<file path="config.mk">
export PLATFORM = sky130hd
export DESIGN_NAME = swh_host
export DESIGN_NICKNAME = d
export VERILOG_FILES = /design/src/swh_pkg.sv /design/src/swh_host.sv
export VERILOG_INCLUDE_DIRS = /design/src
export SDC_FILE = /design/constraint.sdc
export NUM_CORES = 1
export LEC_CHECK = 0
export ABC_AREA = 1
export BUFFER_PORTS_ARGS = -buffer_cell sky130_fd_sc_hd__buf_2
export CELL_PAD_IN_SITES_DETAIL_PLACEMENT = 0
export CELL_PAD_IN_SITES_GLOBAL_PLACEMENT = 1
export CORE_ASPECT_RATIO = 0.9
export CORE_MARGIN = 1
export CORE_UTILIZATION = 35
export DETAILED_ROUTE_END_ITERATION = 12
export HOLD_SLACK_MARGIN = 0.03
export PLACE_DENSITY = 0.72
export REMOVE_ABC_BUFFERS = 1
export SETUP_SLACK_MARGIN = 0.1
export SLEW_MARGIN = 10
export SYNTH_ARGS = -nofsm -noshare
export SYNTH_HDL_FRONTEND = slang
export SYNTH_SLANG_ARGS = --single-unit
</file>
<file path="constraint.sdc">
create_clock -name CLK -period 6.4 [get_ports CLK]
set_clock_uncertainty 0.05 [all_clocks]
set_input_delay 0.64 -clock CLK [delete_from_list [all_inputs] [get_ports CLK]]
set_output_delay 0.64 -clock CLK [all_outputs]
set_load 0.01 [all_outputs]
</file>
<file path="src/swh_defs.svh">
// constants for the single-wire otp host: command codes, memory limits, timing
// assumes a 50 MHz system clock; times are the figures, counts derive in the module
`ifndef SWH_DEFS_SVH
`define SWH_DEFS_SVH
`define SWH_CMD_READ_ID   8'h33
`define SWH_CMD_SKIP_ID   8'hcc
`define SWH_CMD_PAGE_RD   8'hc3
`define SWH_CMD_FIELD_RD  8'hf0
`define SWH_CMD_WRITE     8'h0f
`define SWH_CMD_PROGRAM   8'h5a
`define SWH_CRC_POLY_REF  8'h8c
`define SWH_MEM_LAST      7'h7f
`define SWH_PAGE_LAST     5'h1f
`define SWH_ID_LAST       3'h7
`define SWH_CLK_NS        20
`define SWH_T_RST_US      480
`define SWH_T_PROG_US     2500
`define SWH_T_LOW0_NS     60000
`define SWH_T_LOW1_NS     6000
`define SWH_T_SAMP_NS     15000
`define SWH_T_SLOT_NS     70000
`define SWH_T_PRES_NS     70000
`endif

</file>
<file path="src/swh_pkg.sv">
// types for the single-wire otp host: operations and port carriers
// assumes swh_defs.svh supplies the numeric constants
package swh_pkg;
  typedef enum logic [1:0] {OP_READ_ID, OP_PAGE_READ, OP_FIELD_READ, OP_WRITE} swh_op_e;
  typedef struct packed {
    logic        valid;
    swh_op_e     op;
    logic [6:0]  addr;
    logic [63:0] wdata;
  } swh_req_s;
  typedef struct packed {
    logic       valid;
    logic [7:0] data;
  } swh_rd_s;
  typedef struct packed {
    logic done;
    logic crc_fail;
    logic no_presence;
  } swh_sts_s;
endpackage

</file>
<file path="src/swh_host.sv">
// host controller for a single-wire line-powered otp memory
// assumes an external pull-up on the line and a vpp switch driven by VPP_EN
`include "swh_defs.svh"

// How it works
// - every transaction opens with the line held low at least 480 us.
// - identity read sends 33h, then reads family, serial and crc bytes.
// - skip-identity CCh directly precedes every memory function command.
// - page read sends C3h, address low byte, address high byte.
// - a crc mismatch causes a fresh reset and full sequence restart, except the RETRIES-th, which ends the request with crc_fail.
// - field read sends F0h, address low byte, address high byte.
// - address and data bytes go least significant bit first.
// - write sends 0Fh, address bytes, then reads and checks address crc.
// - write sends eight data bytes, then reads and checks their crc.
// - on good data crc, host sends 5Ah and applies vpp at least 2500 us.
// - write start address forced to a multiple of eight within 00..7f.
// - no reset is issued while the programming pulse is applied.
// - host alone decides to continue after comparing crcs.
// - crc is x^8+x^5+x^4+1, shifted lsb first.
module swh_host #(
  parameter int RST_CYC  = `SWH_T_RST_US * 1000 / `SWH_CLK_NS,
  parameter int PROG_CYC = `SWH_T_PROG_US * 1000 / `SWH_CLK_NS,
  parameter int RETRIES  = 3,
  parameter int LOW0_CYC = (`SWH_T_LOW0_NS + `SWH_CLK_NS - 1) / `SWH_CLK_NS,
  parameter int LOW1_CYC = (`SWH_T_LOW1_NS + `SWH_CLK_NS - 1) / `SWH_CLK_NS,
  parameter int SAMP_CYC = `SWH_T_SAMP_NS / `SWH_CLK_NS,
  parameter int SLOT_CYC = (`SWH_T_SLOT_NS + `SWH_CLK_NS - 1) / `SWH_CLK_NS,
  parameter int PRES_CYC = `SWH_T_PRES_NS / `SWH_CLK_NS
) (
  input  wire logic             CLK,
  input  wire logic             SYS_RST,
  input  wire swh_pkg::swh_req_s REQ,
  output logic                  REQ_READY,
  output swh_pkg::swh_rd_s      RD,
  output swh_pkg::swh_sts_s     STS,
  input  wire logic             DQ_IN,
  output logic                  DQ_OUT,
  output logic                  DQ_OE,
  output logic                  VPP_EN
);
  import swh_pkg::*;

  localparam int TW       = 18;

  typedef enum logic [2:0] {ST_IDLE, ST_RST, ST_PRES, ST_SLOT, ST_PROG} swh_state_e;
  typedef enum logic [3:0] {PH_ROM, PH_FUNC, PH_ALO, PH_AHI, PH_ACRC, PH_RDATA, PH_DCRC,
                            PH_ID, PH_WDATA, PH_WCRC, PH_PCMD} swh_phase_e;

  // lsb-first crc step, reflected polynomial
  function automatic logic [7:0] crc8(input logic [7:0] c, input logic [7:0] b);
    logic [7:0] r;
    r = c;
    for (int i = 0; i < 8; i++) begin
      r = ((r[0] ^ b[i]) != 1'b0) ? ((r >> 1) ^ `SWH_CRC_POLY_REF) : (r >> 1);
    end
    return r;
  endfunction

  function automatic logic is_rx(input swh_phase_e p);
    return p inside {PH_ACRC, PH_RDATA, PH_DCRC, PH_ID, PH_WCRC};
  endfunction

  swh_state_e  state_reg, state_next;
  swh_phase_e  phase_reg, phase_next;
  swh_op_e     op_reg, op_next;
  logic [TW-1:0] t_reg, t_next;
  logic [2:0]  bit_reg, bit_next, cnt_reg, cnt_next;
  logic [7:0]  tx_reg, tx_next, rx_reg, rx_next, crc_reg, crc_next;
  logic [6:0]  addr_reg, addr_next, start_reg, start_next;
  logic [63:0] wdata_reg, wdata_next;
  // second copy of the write data so a retry can resend it
  logic [63:0] wsave_reg, wsave_next;
  logic [1:0]  try_reg, try_next;
  logic        oe_reg, oe_next, vpp_reg, vpp_next, rdy_reg, rdy_next;
  swh_rd_s     rd_reg, rd_next;
  swh_sts_s    sts_reg, sts_next;
  logic        dq_meta, dq_s;

  // line is asynchronous to CLK: two flops before use
  always_ff @(posedge CLK) begin
    dq_meta <= DQ_IN;
    dq_s    <= dq_meta;
  end

  always_comb begin
    logic [7:0] byte_v;
    logic [7:0] crc_u;
    logic       fail;
    logic       lo_one;
    state_next = state_reg;
    phase_next = phase_reg;
    op_next    = op_reg;
    t_next     = t_reg + TW'(1);
    bit_next   = bit_reg;
    cnt_next   = cnt_reg;
    tx_next    = tx_reg;
    rx_next    = rx_reg;
    crc_next   = crc_reg;
    addr_next  = addr_reg;
    start_next = start_reg;
    wdata_next = wdata_reg;
    wsave_next = wsave_reg;
    try_next   = try_reg;
    oe_next    = 1'b0;
    vpp_next   = 1'b0;
    rdy_next   = 1'b0;
    rd_next    = '0;
    sts_next   = '0;
    sts_next.no_presence = sts_reg.no_presence;
    byte_v = is_rx(phase_reg) ? rx_reg : tx_reg;
    crc_u  = crc8(crc_reg, byte_v);
    fail   = 1'b0;
    lo_one = is_rx(phase_reg) || tx_reg[bit_reg];
    case (state_reg)
      ST_IDLE: begin
        rdy_next   = 1'b1;
        t_next     = '0;
        wsave_next = REQ.wdata;
        if (REQ.valid && rdy_reg) begin
          rdy_next  = 1'b0;
          op_next   = REQ.op;
          // writes only on aligned 8-byte segments
          start_next = (REQ.op == OP_WRITE) ? {REQ.addr[6:3], 3'h0} : REQ.addr;
          addr_next = start_next;
          wdata_next = REQ.wdata;
          try_next  = '0;
          sts_next.no_presence = 1'b0;
          state_next = ST_RST;
        end
      end
      ST_RST: begin
        oe_next = 1'b1;
        if (t_reg == TW'(RST_CYC)) begin
          oe_next    = 1'b0;
          t_next     = '0;
          state_next = ST_PRES;
        end
      end
      ST_PRES: begin
        // device pulls low after release
        if (t_reg == TW'(PRES_CYC) && dq_s) begin
          sts_next.no_presence = 1'b1;
          sts_next.done        = 1'b1;
          state_next           = ST_IDLE;
        end else if (t_reg == TW'(RST_CYC - 1)) begin
          t_next     = '0;
          bit_next   = '0;
          phase_next = PH_ROM;
          tx_next    = (op_reg == OP_READ_ID) ? `SWH_CMD_READ_ID : `SWH_CMD_SKIP_ID;
          state_next = ST_SLOT;
        end
      end
      ST_SLOT: begin
        // short low for one or read, long low for zero
        oe_next = (t_reg < TW'(lo_one ? LOW1_CYC : LOW0_CYC));
        if (t_reg == TW'(SAMP_CYC) && is_rx(phase_reg)) begin
          rx_next = {dq_s, rx_reg[7:1]};
        end
        if (t_reg == TW'(SLOT_CYC - 1)) begin
          t_next   = '0;
          bit_next = bit_reg + 3'h1;
          if (bit_reg == 3'h7) begin
            case (phase_reg)
              PH_ROM: begin
                crc_next = '0;
                cnt_next = '0;
                if (op_reg == OP_READ_ID) begin
                  phase_next = PH_ID;
                end else begin
                  phase_next = PH_FUNC;
                  tx_next = (op_reg == OP_PAGE_READ)  ? `SWH_CMD_PAGE_RD :
                            (op_reg == OP_FIELD_READ) ? `SWH_CMD_FIELD_RD :
                                                        `SWH_CMD_WRITE;
                end
              end
              PH_FUNC: begin
                crc_next   = crc_u;
                phase_next = PH_ALO;
                tx_next    = {1'b0, start_reg};
              end
              PH_ALO: begin
                crc_next   = crc_u;
                phase_next = PH_AHI;
                tx_next    = 8'h00;
              end
              PH_AHI: begin
                crc_next   = crc_u;
                phase_next = PH_ACRC;
              end
              PH_ACRC: begin
                fail     = (rx_reg != crc_reg);
                crc_next = '0;
                cnt_next = '0;
                if (op_reg == OP_WRITE) begin
                  phase_next = PH_WDATA;
                  tx_next    = wdata_reg[7:0];
                end else begin
                  phase_next = PH_RDATA;
                end
              end
              PH_RDATA: begin
                rd_next   = '{valid: 1'b1, data: rx_reg};
                crc_next  = crc_u;
                addr_next = addr_reg + 7'h1;
                if (addr_reg == `SWH_MEM_LAST ||
                    (op_reg == OP_PAGE_READ && addr_reg[4:0] == `SWH_PAGE_LAST)) begin
                  phase_next = PH_DCRC;
                end
              end
              PH_DCRC: begin
                fail       = (rx_reg != crc_reg);
                crc_next   = '0;
                phase_next = PH_RDATA;
                // address wrapped: memory end reached, later slots are ones
                if (!fail && addr_reg == 7'h00) begin
                  sts_next.done = 1'b1;
                  state_next    = ST_IDLE;
                end
              end
              PH_ID: begin
                rd_next  = '{valid: 1'b1, data: rx_reg};
                crc_next = crc_u;
                cnt_next = cnt_reg + 3'h1;
                if (cnt_reg == `SWH_ID_LAST) begin
                  // crc over all eight bytes ends at zero when intact
                  fail = (crc_u != 8'h00);
                  if (!fail) begin
                    sts_next.done = 1'b1;
                    state_next    = ST_IDLE;
                  end
                end
              end
              PH_WDATA: begin
                crc_next   = crc_u;
                cnt_next   = cnt_reg + 3'h1;
                wdata_next = {8'h00, wdata_reg[63:8]};
                tx_next    = wdata_reg[15:8];
                if (cnt_reg == 3'h7) begin
                  phase_next = PH_WCRC;
                end
              end
              PH_WCRC: begin
                fail       = (rx_reg != crc_reg);
                phase_next = PH_PCMD;
                tx_next    = `SWH_CMD_PROGRAM;
              end
              default: begin
                // program code sent: line released, vpp applied
                t_next     = '0;
                vpp_next   = 1'b1;
                state_next = ST_PROG;
              end
            endcase
            if (fail) begin
              // restart from reset; bytes already streamed come again
              t_next     = '0;
              addr_next  = start_reg;
              wdata_next = wsave_reg;
              if (try_reg == 2'(RETRIES - 1)) begin
                sts_next.crc_fail = 1'b1;
                sts_next.done     = 1'b1;
                state_next        = ST_IDLE;
              end else begin
                try_next   = try_reg + 2'h1;
                state_next = ST_RST;
              end
            end
          end
        end
      end
      default: begin
        // no reset may cut into the pulse, so nothing aborts this wait
        vpp_next = 1'b1;
        if (t_reg == TW'(PROG_CYC - 1)) begin
          vpp_next      = 1'b0;
          sts_next.done = 1'b1;
          state_next    = ST_IDLE;
        end
      end
    endcase
  end

  always_ff @(posedge CLK) begin
    if (SYS_RST) begin
      state_reg <= ST_IDLE;
      phase_reg <= PH_ROM;
      op_reg    <= OP_READ_ID;
      t_reg     <= '0;
      bit_reg   <= '0;
      cnt_reg   <= '0;
      tx_reg    <= '0;
      rx_reg    <= '0;
      crc_reg   <= '0;
      addr_reg  <= '0;
      start_reg <= '0;
      wdata_reg <= '0;
      wsave_reg <= '0;
      try_reg   <= '0;
      oe_reg    <= 1'b0;
      vpp_reg   <= 1'b0;
      rdy_reg   <= 1'b0;
      rd_reg    <= '0;
      sts_reg   <= '0;
      DQ_OUT    <= 1'b0;
    end else begin
      state_reg <= state_next;
      phase_reg <= phase_next;
      op_reg    <= op_next;
      t_reg     <= t_next;
      bit_reg   <= bit_next;
      cnt_reg   <= cnt_next;
      tx_reg    <= tx_next;
      rx_reg    <= rx_next;
      crc_reg   <= crc_next;
      addr_reg  <= addr_next;
      start_reg <= start_next;
      wdata_reg <= wdata_next;
      wsave_reg <= wsave_next;
      try_reg   <= try_next;
      oe_reg    <= oe_next;
      vpp_reg   <= vpp_next;
      rdy_reg   <= rdy_next;
      rd_reg    <= rd_next;
      sts_reg   <= sts_next;
      DQ_OUT    <= 1'b0;
    end
  end

  assign REQ_READY = rdy_reg;
  assign RD        = rd_reg;
  assign STS       = sts_reg;
  assign DQ_OE     = oe_reg;
  assign VPP_EN    = vpp_reg;
endmodule

</file>
Word-level counts from Yosys, hierarchy flattened
Index checks and enable logic that the tools add are counted.

Flip-flop bits (word level): 218. Bits of input ports: 77. Output and inout bits: 16. Word-level logic and storage cells: 254.

$add $sub $neg: 5. Magnitude comparators: 2. Eq/ne operators: 50. Multiplexer cells: 105. Bitwise operators: 22. Reductions and logical operators: 46.

Operator list (number): $mux W64 (5); $mux W8 (18); $pmux W64 S2 (1); $mux W18 (4); $pmux W18 S4 (1); $mux W3 (16); $pmux W8 S6 (1); $eq A18 B12 Y1 const B (2); $eq A18 B15 Y1 const B (2); $pmux W4 S9 (1); $mux W7 (5); $pmux W8 S2 (2); $mux W4 (7); $not A2 Y3 (8); $ne A3 B3 Y1 const B (7); $mux W1 (19); $add A18 B1 Y18 const B (1); $eq A18 B10 Y1 const B (1); $eq A18 B17 Y1 const B (1); $lt A18 B12 Y1 (1); $mux W2 (9); $ne A2 B2 Y1 const B (9); $eq A4 B3 Y1 const B (4); $reduce_and A8 Y1 (2); 55 further kinds (103).

Longest topological paths before layout
Gate-level depths: netlist of run 1.

Depth after elaboration: 29. Depth in mapped cells: 25. Gate-level depth less buffers: 23.

Worst setup path after synthesis of run 1
No wires, ideal clock.

Path kind: reg-to-reg. Start point: register phase_reg[1]. End point: register wdata_reg[43]. Library setup time: 113 ps. Data arrival time: 2465 ps. Data required time: 6237 ps. Path slack: 3772 ps. Cell stages (with the launch flop): 24. Buffers on the path: 3. Clock period less this slack: 2628 ps. Cells stage by stage: dfxtp_1 > nor2_2 > nand2_4 > nand2_4 > buf_6 > o21ai_1 > nand2_1 > nand2_2 > inv_2 > nand2_2 > nand2_2 > nand2_1 > nand2_1 > nand2_1 > nor2_1 > nand3_2 > nand3_2 > nand3_4 > o21ai_4 > buf_8 > buf_6 > nand2_1 > nand2_1 > nor2_1.

Word-level cells in the longest chain between the ends: 25. Elaborated cells between the ends (all ways): 44. Classes of those cells: 7 x eq/ne; 18 x mux; 15 x bitwise; 4 x reduce/logical.

Ends and longest elaborated chain: start, declared (RTL line swh_host.sv:64) `swh_phase_e phase_reg, phase_next;`; start signal, assigned (RTL line swh_host.sv:307) `phase_reg <= phase_next;`; $eq A4 B3 Y1 (tied with other cells) (RTL line swh_host.sv:60, swh_host.sv:163); $reduce_bool A5 Y1 (RTL line swh_host.sv:60) `return p inside {PH_ACRC, PH_RDATA, PH_DCRC, PH_ID, PH_WCRC};`; $mux W8 (RTL line swh_host.sv:110) `byte_v = is_rx(phase_reg) ? rx_reg : tx_reg;`; $xor A1 B1 Y1 (RTL line swh_host.sv:54) `` r = ((r[0] ^ b[i]) != 1'b0) ? ((r >> 1) ^ `SWH_CRC_POLY_REF) : (r >> 1); ``; $mux W8 (RTL line swh_host.sv:54); $mux W8 or $not A2 Y3 (tied branches); $mux W8 (RTL line swh_host.sv:54); $xor A1 B1 Y1 or $mux W8 (tied branches) (RTL line swh_host.sv:54); (+9 left out); $pmux W1 S2 (RTL line swh_host.sv:163) `case (phase_reg)`; $mux W1 (RTL line swh_host.sv:162) `if (bit_reg == 3'h7) begin`; $mux W1 (RTL line swh_host.sv:159) `if (t_reg == TW'(SLOT_CYC - 1)) begin`; $mux W1 (RTL line swh_host.sv:114) `case (state_reg)`; $mux W64 (RTL line swh_host.sv:254) `if (fail) begin`; $mux W64 (RTL line swh_host.sv:162); $mux W64 (RTL line swh_host.sv:159); $pmux W64 S2 (RTL line swh_host.sv:114); end signal, assigned (RTL line swh_host.sv:317) `wdata_reg <= wdata_next;`; end, declared (RTL line swh_host.sv:70) `logic [63:0] wdata_reg, wdata_next;`.

Several ways; a longest one is shown, not always the timed one. The select of a mux whose other input is x is not followed. A chain may end at the register's enable or synchronous reset.

Worst setup path after layout of run 1
Start point: register phase_reg[1]. End point: register wdata_reg[46].

The elaborated chain is that of the path after synthesis.

==> results.md, run 1 <==
* R2R depth at 21
* Fraction of layout cells with a size suffix above 1 at roughly a tenth
* Critical Path RT at between 6 and 7 ns
* First-pass GRT wire length at between 50 and 60 mm
* Yosys warnings at 0
* Average size of a mapped cell at about 6.4 sq um
* Fin Setup TNS at 0 ns
* DP Cell Count at 2,257
* Period utilisation layout at 64.4%
* CORE AREA at 33,100 sq um
* Die span in y at 176 um
* Maxcap violations at 0
* Fillers at 3,598
* Layout area overhead at 13.3%
* Worst slew pin tran at about 1.1 ns
* Critical path endpoint category: flop
* Cell Rows at 63
* Gate Count Post-Synth at 1,836
* Most common cell after layout, fill and taps aside: nand2_1
* Post-synth EDFFs at 0
* Hold Buf Count CTS at 0
* Post-DP HPWL at 21.8 mm
* Fin crit period at around 4.1 ns
* Die W at between 150 and 200 um
* Clock Sinks at 218
* Final wirelength at 34.5 mm
* Slew Limit Fails at 0
* Vias in the first global route at roughly 11,000
* Clk buf depth at 3
* Synth Flop Type: dfxtp_1
* DRC Markers at 0
* Starting Density at 35.7%
* Top library cells by usage in the layout, fill and taps aside: nand2_1, nor2_1, dfxtp_1
* End of the critical path: wdata_reg[46]
* Post-synth cell types at 45
* Worst-skew pair later-pin latency at about 0.57 ns
* Io pins at 93
* Largest net degree at the start of global routing at approximately 110
* Crit path DAT at about 4.5 ns
* Cell Pwr Density at ~390 nW/um^2
* Gpl congestion at a little under 0.9
* CTS tree: yes
* Max IR drop VDD at 0.240 mV
* Worst R2R End: wdata_reg[46]
* Final net count at 1,960
* CTS clk-pin slew, worst paths at approximately 0.060 ns
* Flop-to-flop setup slack at around 2.3 ns
* Avg WL per Cell at between 10 and 15 um
* DR vias/cell at roughly 5.0
* Pre-CTS setup slack at about 2.3 ns
* Clock H-tree levels at 1
* Final Hold Violating Endpoints at 0
* Post-cts repair resize count at 0
* R2R Path Start: phase_reg[1]
* Setup CP Type: flop to flop
* RSZ-0062 raised after global routing: no
* Hold Crit Class: primary input to flop
* Mapped Area at 11,800 sq um
* Die area at 34,600 sq um
* Final worst setup slack at approximately 2.3 ns
* TritonCTS Buffers at 26
* Grt ovf at 0
* Antenna violations before repair at 1
* DR pass1 iterations at 5
* Final setup fails at 0
* Final ANT Viol Nets at 0
* Critical Path Source Type: flop
* Post-CTS Setup Inserts at 0
* Register bit total from synthesis at approximately 220
* Root buffer cell: clkbuf_16
* GRT Total Usage at about a fifth
* Ys async rst share at 0%
* DRT iter0 DRCs at around 720
* Vias at roughly 12,000
* Number of port buffers at 91
* CP Max Fanout at 47
* P_leak at just over 6 nW
* Sequential cell area fraction in the yosys report at a little under two fifths
* Antenna cells at 0
* Max transition margin at around 29%
* Worst setup path startpoint: phase_reg[1]
* Fmax at around 240 MHz
* Status: finished clean
* Post-Layout Cell Count at 2,304
[metrics by stage]
| step | util [%] | cell area [sq um] | total power [mW] | hold WS (ns) |
|---|---|---|---|---|
| 2_1_floorplan | - | 11300 | 3.00 | 0.260 |
| 3_3_place_gp | 37.4 | 12400 | 3.43 | 0.266 |
| 3_5_place_dp | 37.4 | 12400 | 3.45 | 0.263 |
| 4_1_cts | 40.5 | 13400 | 5.24 | 0.124 |
| 5_1_grt | 40.5 | 13400 | 5.57 | 0.125 |
| 6_report | 40.5 | 13400 | 5.19 | 0.144 |
[layer usage]
layer	vias to the layer above	routed length (um)	global-route usage (%)
li1	6006	-	-
met2	203	15800	33.8
met3	45	1360	2.83
met1	5369	16800	27.6
met5	-	17	0
met4	2	585	4.13
[layout make-up]
class	instances	area [sq um]	area share, %
timing repair buffer	105	573	4.27
clock buffer	30	686	5.11
inverter	186	701	5.23
multi-input combinational	1326	6210	46.4
clock inverter	17	340	2.54
tap	422	528	3.94
sequential	218	4360	32.6
[logic make-up after synthesis]
family          Yosys count  synth area share [%]
fa+ha+maj                20                  2.11
other cells               1                0.0317
compound gates          205                  9.88
simple gates           1087                  39.4
flops                   218                  36.9
xor+xnor                 13                 0.962
buf+inv                 292                  10.7
[where the power goes]
part | leakage, nW | switching, mW | internal (mW)
logic | 3.87 | 1.05 | 0.496
registers | 1.79 | 0.187 | 1.69
clock network | 0.496 | 0.638 | 1.13
total | 6.15 | 1.87 | 3.32
[synthesized netlist by cell type, types with 3 or more instances]
cell type  count  area share [%]
nand2_2        9            0.48
nor3_1        23            0.97
a21boi_0       3            0.19
a211oi_1      21             1.3
o22ai_1        6            0.32
nand3_1      190             8.0
o221ai_1       3            0.22
dfxtp_1      218              37
clkinv_1       3           0.095
a21oi_1       51             2.2
nor2_1       376              12
o21ai_0       98             4.1
buf_6          9            0.86
buf_2         14            0.59
o21ai_1        4            0.17
nor4_1        12            0.63
inv_1        181             5.7
nand3_2        3            0.25
clkbuf_1      62             2.0
nand4_1       80             4.2
nand2_1      385              12
xor2_1        13            0.96
ha_1          20             2.1
buf_8          6            0.76
or2_2          3            0.16
buf_1         10            0.32
o211ai_1       4            0.25
a22oi_1        4            0.25
buf_4          5            0.32
[critical path: stages (launching register included)]
cell and delay [ns]:
dfxtp_1 0.38, nor2_2 0.26, nand2_4 0.18, nand2_4 0.23, nand2_1 0.11, nand3_1 0.08, nand2_1 0.10, nand2_1 0.13
nand2_2 0.13, nand2_1 0.08, nand2_1 0.06, nand2_1 0.06, nand3_1 0.10, nand2_2 0.13, nand3_2 0.13, nand3_2 0.13
nand3_4 0.11, o21ai_4 0.74, buf_4 0.55, nand2_1 0.11, nand2_1 0.09, nor2_1 0.05
[how the worst min path moves through the flow]
stage,startpoint,end,depth (start not counted)
final,DQ_IN,dq_meta,1
after global placement,dq_meta,dq_s,0
after CTS,DQ_IN,dq_meta,1
after floorplan,dq_meta,dq_s,0
after global routing,DQ_IN,dq_meta,1
after detailed placement,dq_meta,dq_s,0
Note: power is estimated with default switching activity, not from simulation.
==> run 2: changes to the inputs <==
--- a/config.mk
+++ b/config.mk
@@ -15,7 +15,7 @@
 export CORE_UTILIZATION = 35
 export DETAILED_ROUTE_END_ITERATION = 12
 export HOLD_SLACK_MARGIN = 0.03
-export PLACE_DENSITY = 0.72
+export PLACE_DENSITY = 0.74
 export REMOVE_ABC_BUFFERS = 1
 export SETUP_SLACK_MARGIN = 0.1
 export SLEW_MARGIN = 10
==> constraint.sdc (replaced) <==
create_clock -name CLK -period 3.6 [get_ports CLK]
set_clock_uncertainty 0.05 [all_clocks]
set_input_delay 0.36 -clock CLK [delete_from_list [all_inputs] [get_ports CLK]]
set_output_delay 0.36 -clock CLK [all_outputs]
set_load 0.01 [all_outputs]
==> run 2 against run 1 <==
Compared with the run above: utilization rose by 1.8 points; global-route usage rose by 0.19 points; clock power rose by 52%; register-to-register slack got worse by 1.8 ns; routed wire length rose by 0.82%; hold slack got worse by 0.091 ns; die area did not move; fmax rose by 31%; largest power group unchanged.
==> results.md, run 2 (synthesized netlist as in run 1, its figures left out) <==
* Fmax at 317 MHz
* CP Cell Sequence: nand2_1, clkinv_1, nand2_8, nand2_8, nand2_1, nand3_1, nand2_1, nand2_1, nand2_2, nand2_1, nand2_1, nand2_1, nand3_1, nand2_2, nand3_2, nand3_4, nand3_4, o21ai_4, buf_12, buf_16, nand2_1, nand2_1, nor2_1
* RSZ-0062 raised after global routing: no
* Antenna cells at 0
* Total Power at between 8 and 9 mW
* Post-DP HPWL at around 22 mm
* Io pins at slightly above 90
* CTS clk-pin slew, worst paths at 0.07 ns
* Grt ovf at 0
* Worst path top cell family by delay: simple AND/OR/NAND/NOR gates
* Die area at around 35,000 sq um
* Critical Path RT at between 3 and 4 ns
* P_leak at 6.39 nW
* CP peak stage delay at 0.41 ns
* Status: finished clean
* First-pass GRT wire length at roughly 58 mm
* Top library cells by usage in the layout, fill and taps aside: nand2_1, nor2_1, dfxtp_1
* Antenna violations before repair at 0
* Worst hold slack at around 0.053 ns
* CORE AREA at 33,100 sq um
* Die span in y at about 180 um
* Worst-skew pair later-pin latency at ~0.55 ns
* Critical path endpoint category: flop
* CTS tree: yes
* Fin crit period at roughly 3.2 ns
* WP buf/inv at 3
* Slew Limit Fails at 0
* Clock H-tree levels at 1
* DRT iter0 DRCs at between 800 and 900
* Cell Rows at 63
* Starting Density at a little over a third
* DR vias/cell at about 5
* Gpl congestion at around 0.88
* TritonCTS Buffers at 26
* Root buffer cell: clkbuf_16
* Crit path DAT at 3.55 ns
* Slowest CP cell: dfxtp_1
* Final ANT Viol Nets at 0
* Worst setup path startpoint: phase_reg[0]
* Hold path startpoint: REQ[28]
* Most common cell after layout, fill and taps aside: nand2_1
* Avg WL per Cell at between 10 and 15 um
* Final setup fails at 0
* Maxcap violations at 0
* Hold Crit Class: primary input to flop
* CP Max Fanout at 47
* Period utilisation layout at 87.7%
* Fillers at approximately 3,600
* Cell Pwr Density at 635 nW/um^2
* Vias in the first global route at roughly 11,000
* DRC Markers at 0
* Critical Path Source Type: flop
* Vias at 11,800
* Max transition margin at approximately half
* DR pass1 iterations at 5
* Setup CP Type: flop to flop
* Largest net degree at the start of global routing at 149
* Fraction of layout cells with a size suffix above 1 at about a tenth
* Final net count at 2,022
* Cell repeated most along the worst path: nand2_1
* Final Hold Violating Endpoints at 0
* GRT Total Usage at between 20% and 30%
* Worst slew pin tran at 0.753 ns
* Clock Sinks at about 220
* Final wirelength at between 30 and 40 mm
* Die W at 196 um
* R2R Path Start: phase_reg[0]
* Clk buf depth at 3
* Max IR drop VDD at approximately 0.34 mV
* Layout area overhead at 18.4%
* Number of port buffers at between 90 and 100
==> run 2: cell types whose count changed in the layout (fill, tap and decap cells not counted), moves of 3 or more <==
cell	before	now
dlygate4sd3_1	0	50
clkbuf_8	2	5
clkinvlp_4	2	6
buf_12	1	6
buf_4	13	17
bufinv_16	9	2
==> run 2: path summary, 6_finish.rpt <==
kind	cells after the start	end	slack, ns
max	23	wdata_reg[15]	0.44
min	3	wsave_reg[28]	0.05
max reg2reg	23	wdata_reg[15]	0.44
min reg2reg	0	dq_s	0.29
==> run 2: tightest hold or removal path, stage by stage <==
cell	delay, ns
buf_2	0.09
o21ai_0	0.08
nor2_1	0.09
==> run 2: layer usage <==
layer | global-route usage (%) | up-vias | wire length [um]
met2 | 33.9 | 210 | 15700
met3 | 2.94 | 53 | 1210
met5 | 0 | - | 0
met4 | 5.31 | 0 | 803
li1 | - | 6140 | -
met1 | 27.6 | 5395 | 17100
==> run 2: area by class of cell <==
type | count | area, sq um | share of cell area, %
Tap cell | 422 | 528 | 3.77
Clock buffer | 33 | 727 | 5.19
Multi-Input combinational cell | 1326 | 6260 | 44.7
Clock inverter | 14 | 150 | 1.07
Timing Repair Buffer | 167 | 1270 | 9.09
Inverter | 186 | 701 | 5.00
Sequential cell | 218 | 4370 | 31.2
==> run 2: stage by stage <==
step	worst slack [ns]	cells	TNS [ns]	utilization [%]	cell area, sq um
floorplan	-7.05	1730	-947.33	-	11300
detailed placement	0.226	2267	0	37.8	12500
global placement	0.318	2267	0	37.8	12500
CTS	0.175	2364	0	42.0	13900
finish	0.443	2366	0	42.3	14000
global route	0.104	2366	0	42.3	14000
==> run 2: timing repair <==
item                       in CTS  in global routing
buffers inserted                0                  2
resized for setup               0                 12
hold endpoints to repair       50                  0
hold buffers                   50                  0
setup endpoints to repair       0                 76
==> run 2: report_power, final <==
group	total [mW]	switching, mW	internal [mW]
sequential	3.34	0.327	3.01
combinational	2.86	1.88	0.986
clock	2.69	1.12	1.58
==> run 3: changes to the inputs <==
--- a/config.mk
+++ b/config.mk
@@ -16,6 +16,7 @@
 export DETAILED_ROUTE_END_ITERATION = 12
 export HOLD_SLACK_MARGIN = 0.03
 export PLACE_DENSITY = 0.74
+export RECOVER_POWER = 50
 export REMOVE_ABC_BUFFERS = 1
 export SETUP_SLACK_MARGIN = 0.1
 export SLEW_MARGIN = 10
==> run 3 against run 2 <==
Compared with the run above: via count up 0.21%; highest routed layer unchanged; flip-flop and latch count unchanged; global-route usage unchanged; first-iteration DRC count down 2.5%; sequential power about the same; total power down 0.16%; critical path depth down 1; critical path type unchanged; largest cell class unchanged.
==> results.md, run 3 (synthesized netlist as in run 1, its figures left out) <==
* Hold path startpoint: REQ[31]
* Proportion of power drawn by the clock network at 30.3%
* R2R Path Start: phase_reg[1]
* Max transition margin at 3.79%
* Internal power at roughly 5.6 mW
* CTS tree: yes
* Root buffer cell: clkbuf_16
* Final worst setup slack at 0.444 ns
* Grt ovf at 0
* Fmax at 317 MHz
* Fillers at about 3,600
* Avg WL per Cell at 14.7 um
* Switching Fraction at a little under two fifths
* Fin crit period at 3.16 ns
* Antenna cells at 0
* CORE AREA at around 33,000 sq um
* Sw Pwr at 3.32 mW
* Top sig layer: met4
* Largest net degree at the start of global routing at approximately 150
* Worst-skew pair later-pin latency at between 0.5 and 0.6 ns
* Top library cells by usage in the layout, fill and taps aside: nand2_1, nor2_1, dfxtp_1
* Layout area overhead at 18.1%
* Worst slew pin tran at about 1.4 ns
* Fraction of layout cells with a size suffix above 1 at 9.00%
* Final setup fails at 0
* GRT Total Usage at between 20% and 30%
* Die span in y at around 180 um
* R2R depth at 22
* Placed inst area at about 13,000 sq um
* P_leak at around 6.3 nW
* Number of port buffers at between 90 and 100
* Vias in the first global route at approximately 11,000
* Final net count at a little over 2,000
* Final wirelength at 34.8 mm
* Final ANT Viol Nets at 0
* Worst R2R End: wdata_reg[15]
* Max IR drop VDD at ~0.34 mV
* Flop-to-flop setup slack at ~0.44 ns
* Metal-1 WL at approximately 17 mm
* Antenna violations before repair at 0
* Flop pwr share at between 30% and 40%
* Period utilisation layout at between 80% and 90%
* First-pass GRT wire length at around 58 mm
* Crit path DAT at roughly 3.6 ns
* Hold endpoint: wsave_reg[31]
* Most common cell after layout, fill and taps aside: nand2_1
* Cell Rows at 63
* Hold Crit Class: primary input to flop
* Io pins at 93
* DR pass1 iterations at 5
* Status: finished clean
* Clock Sinks at ~220
* TritonCTS Buffers at 26
* DRT iter0 DRCs at 817
* Die area at roughly 35,000 sq um
* Critical path endpoint category: flop
* RSZ-0062 raised after global routing: no
* Pre-CTS setup slack at approximately 0.23 ns
* Final Cell Area at about 14,000 sq um
* DRC Markers at 0
* Final Hold Violating Endpoints at 0
* Cell Pwr Density at between 600 and 700 nW/um^2
* Wire length on met2 at ~16 mm
* CTS clk-pin slew, worst paths at 0.06 ns
* Starting Density at roughly 36%
* Setup CP Type: flop to flop
* Clock H-tree levels at 1
* Post-DP HPWL at between 20 and 25 mm
* Gpl congestion at between 0.8 and 0.9
* DR vias/cell at approximately 5
* Maxcap violations at 0
* Vias at about 12,000
* Wire length on met3 at about 1.4 mm
* Gate power share at around a third
* Slew Limit Fails at 0
* Die W at slightly below 200 um
* Hold Path Depth at 3
* Critical Path Source Type: flop
* Critical Path RT at approximately 4 ns
* Clk buf depth at 3
* CP Max Fanout at 47
-- run 3: metrics by stage --
stage	hold slack [ns]	TNS, ns	cells	util [%]	power [mW]
final	0.0553	0	2366	42.2	8.88
after global routing	0.0581	0	2366	42.2	9.57
after CTS	0.0311	0	2364	42.0	8.94
after detailed placement	0.263	0	2267	37.8	6.16
after global placement	0.286	0	2267	37.8	6.12
after floorplan	0.260	-947.33	1730	-	5.34
-- run 3: worst max path at each step --
stage                 start       endpoint  slack (ns)  cells past startpoint
3_3_place_gp   phase_reg[1]  wdata_reg[35]        0.32                     21
4_1_cts        phase_reg[1]  wdata_reg[23]        0.17                     21
2_1_floorplan  state_reg[1]   wdata_reg[0]       -7.05                     10
6_report       phase_reg[1]  wdata_reg[15]        0.44                     22
3_5_place_dp   phase_reg[1]   wdata_reg[7]        0.23                     21
5_1_grt        phase_reg[0]  wdata_reg[24]        0.10                     23
-- run 3: cell type report --
cell class / instances / area (sq um) / area share [%]
Sequential cell: 218 / 4370 / 31.2
Tap cell: 422 / 528 / 3.78
Multi-Input combinational cell: 1326 / 6250 / 44.7
Timing Repair Buffer: 167 / 1250 / 8.94
Clock buffer: 33 / 727 / 5.20
Inverter: 186 / 701 / 5.01
Clock inverter: 14 / 150 / 1.07
-- run 3: repair_timing --
action / in CTS / in global routing
resized for setup: 0 / 12
endpoints found under the hold margin: 50 / 0
buffers inserted: 0 / 2
hold buffers: 50 / 0
endpoints found under the setup margin: 0 / 76
-- run 3: layer usage --
metal | GRT usage, % | up-vias
met1 | 27.6 | 5406
met4 | 5.31 | 0
met5 | 0 | -
met2 | 33.9 | 228
li1 | - | 6137
met3 | 2.94 | 52
-- run 3: critical path, cell delays in order (launching register included) --
cell	delay (ns)
dfxtp_1	0.39
nor2_4	0.19
nand2_8	0.14
nand2_8	0.15
nand2_1	0.09
nand3_1	0.07
nand2_1	0.08
nand2_1	0.12
nand2_2	0.13
nand2_1	0.09
nand2_1	0.06
nand2_1	0.06
nand3_1	0.11
nand2_2	0.13
nand3_2	0.12
nand3_4	0.14
nand3_4	0.14
o21ai_4	0.21
buf_12	0.15
buf_16	0.21
nand2_1	0.08
nand2_1	0.06
nor2_1	0.04
-- run 3: power groups by stage --
| stage | Clock, mW | Combinational [mW] | Sequential (mW) |
|---|---|---|---|
| after global routing | 2.87 | 3.30 | 3.41 |
| final | 2.69 | 2.85 | 3.34 |
| after CTS | 2.77 | 2.84 | 3.33 |
| after floorplan | 0 | 2.03 | 3.31 |
| after global placement | 0 | 2.75 | 3.37 |
| after detailed placement | 0 | 2.78 | 3.38 |
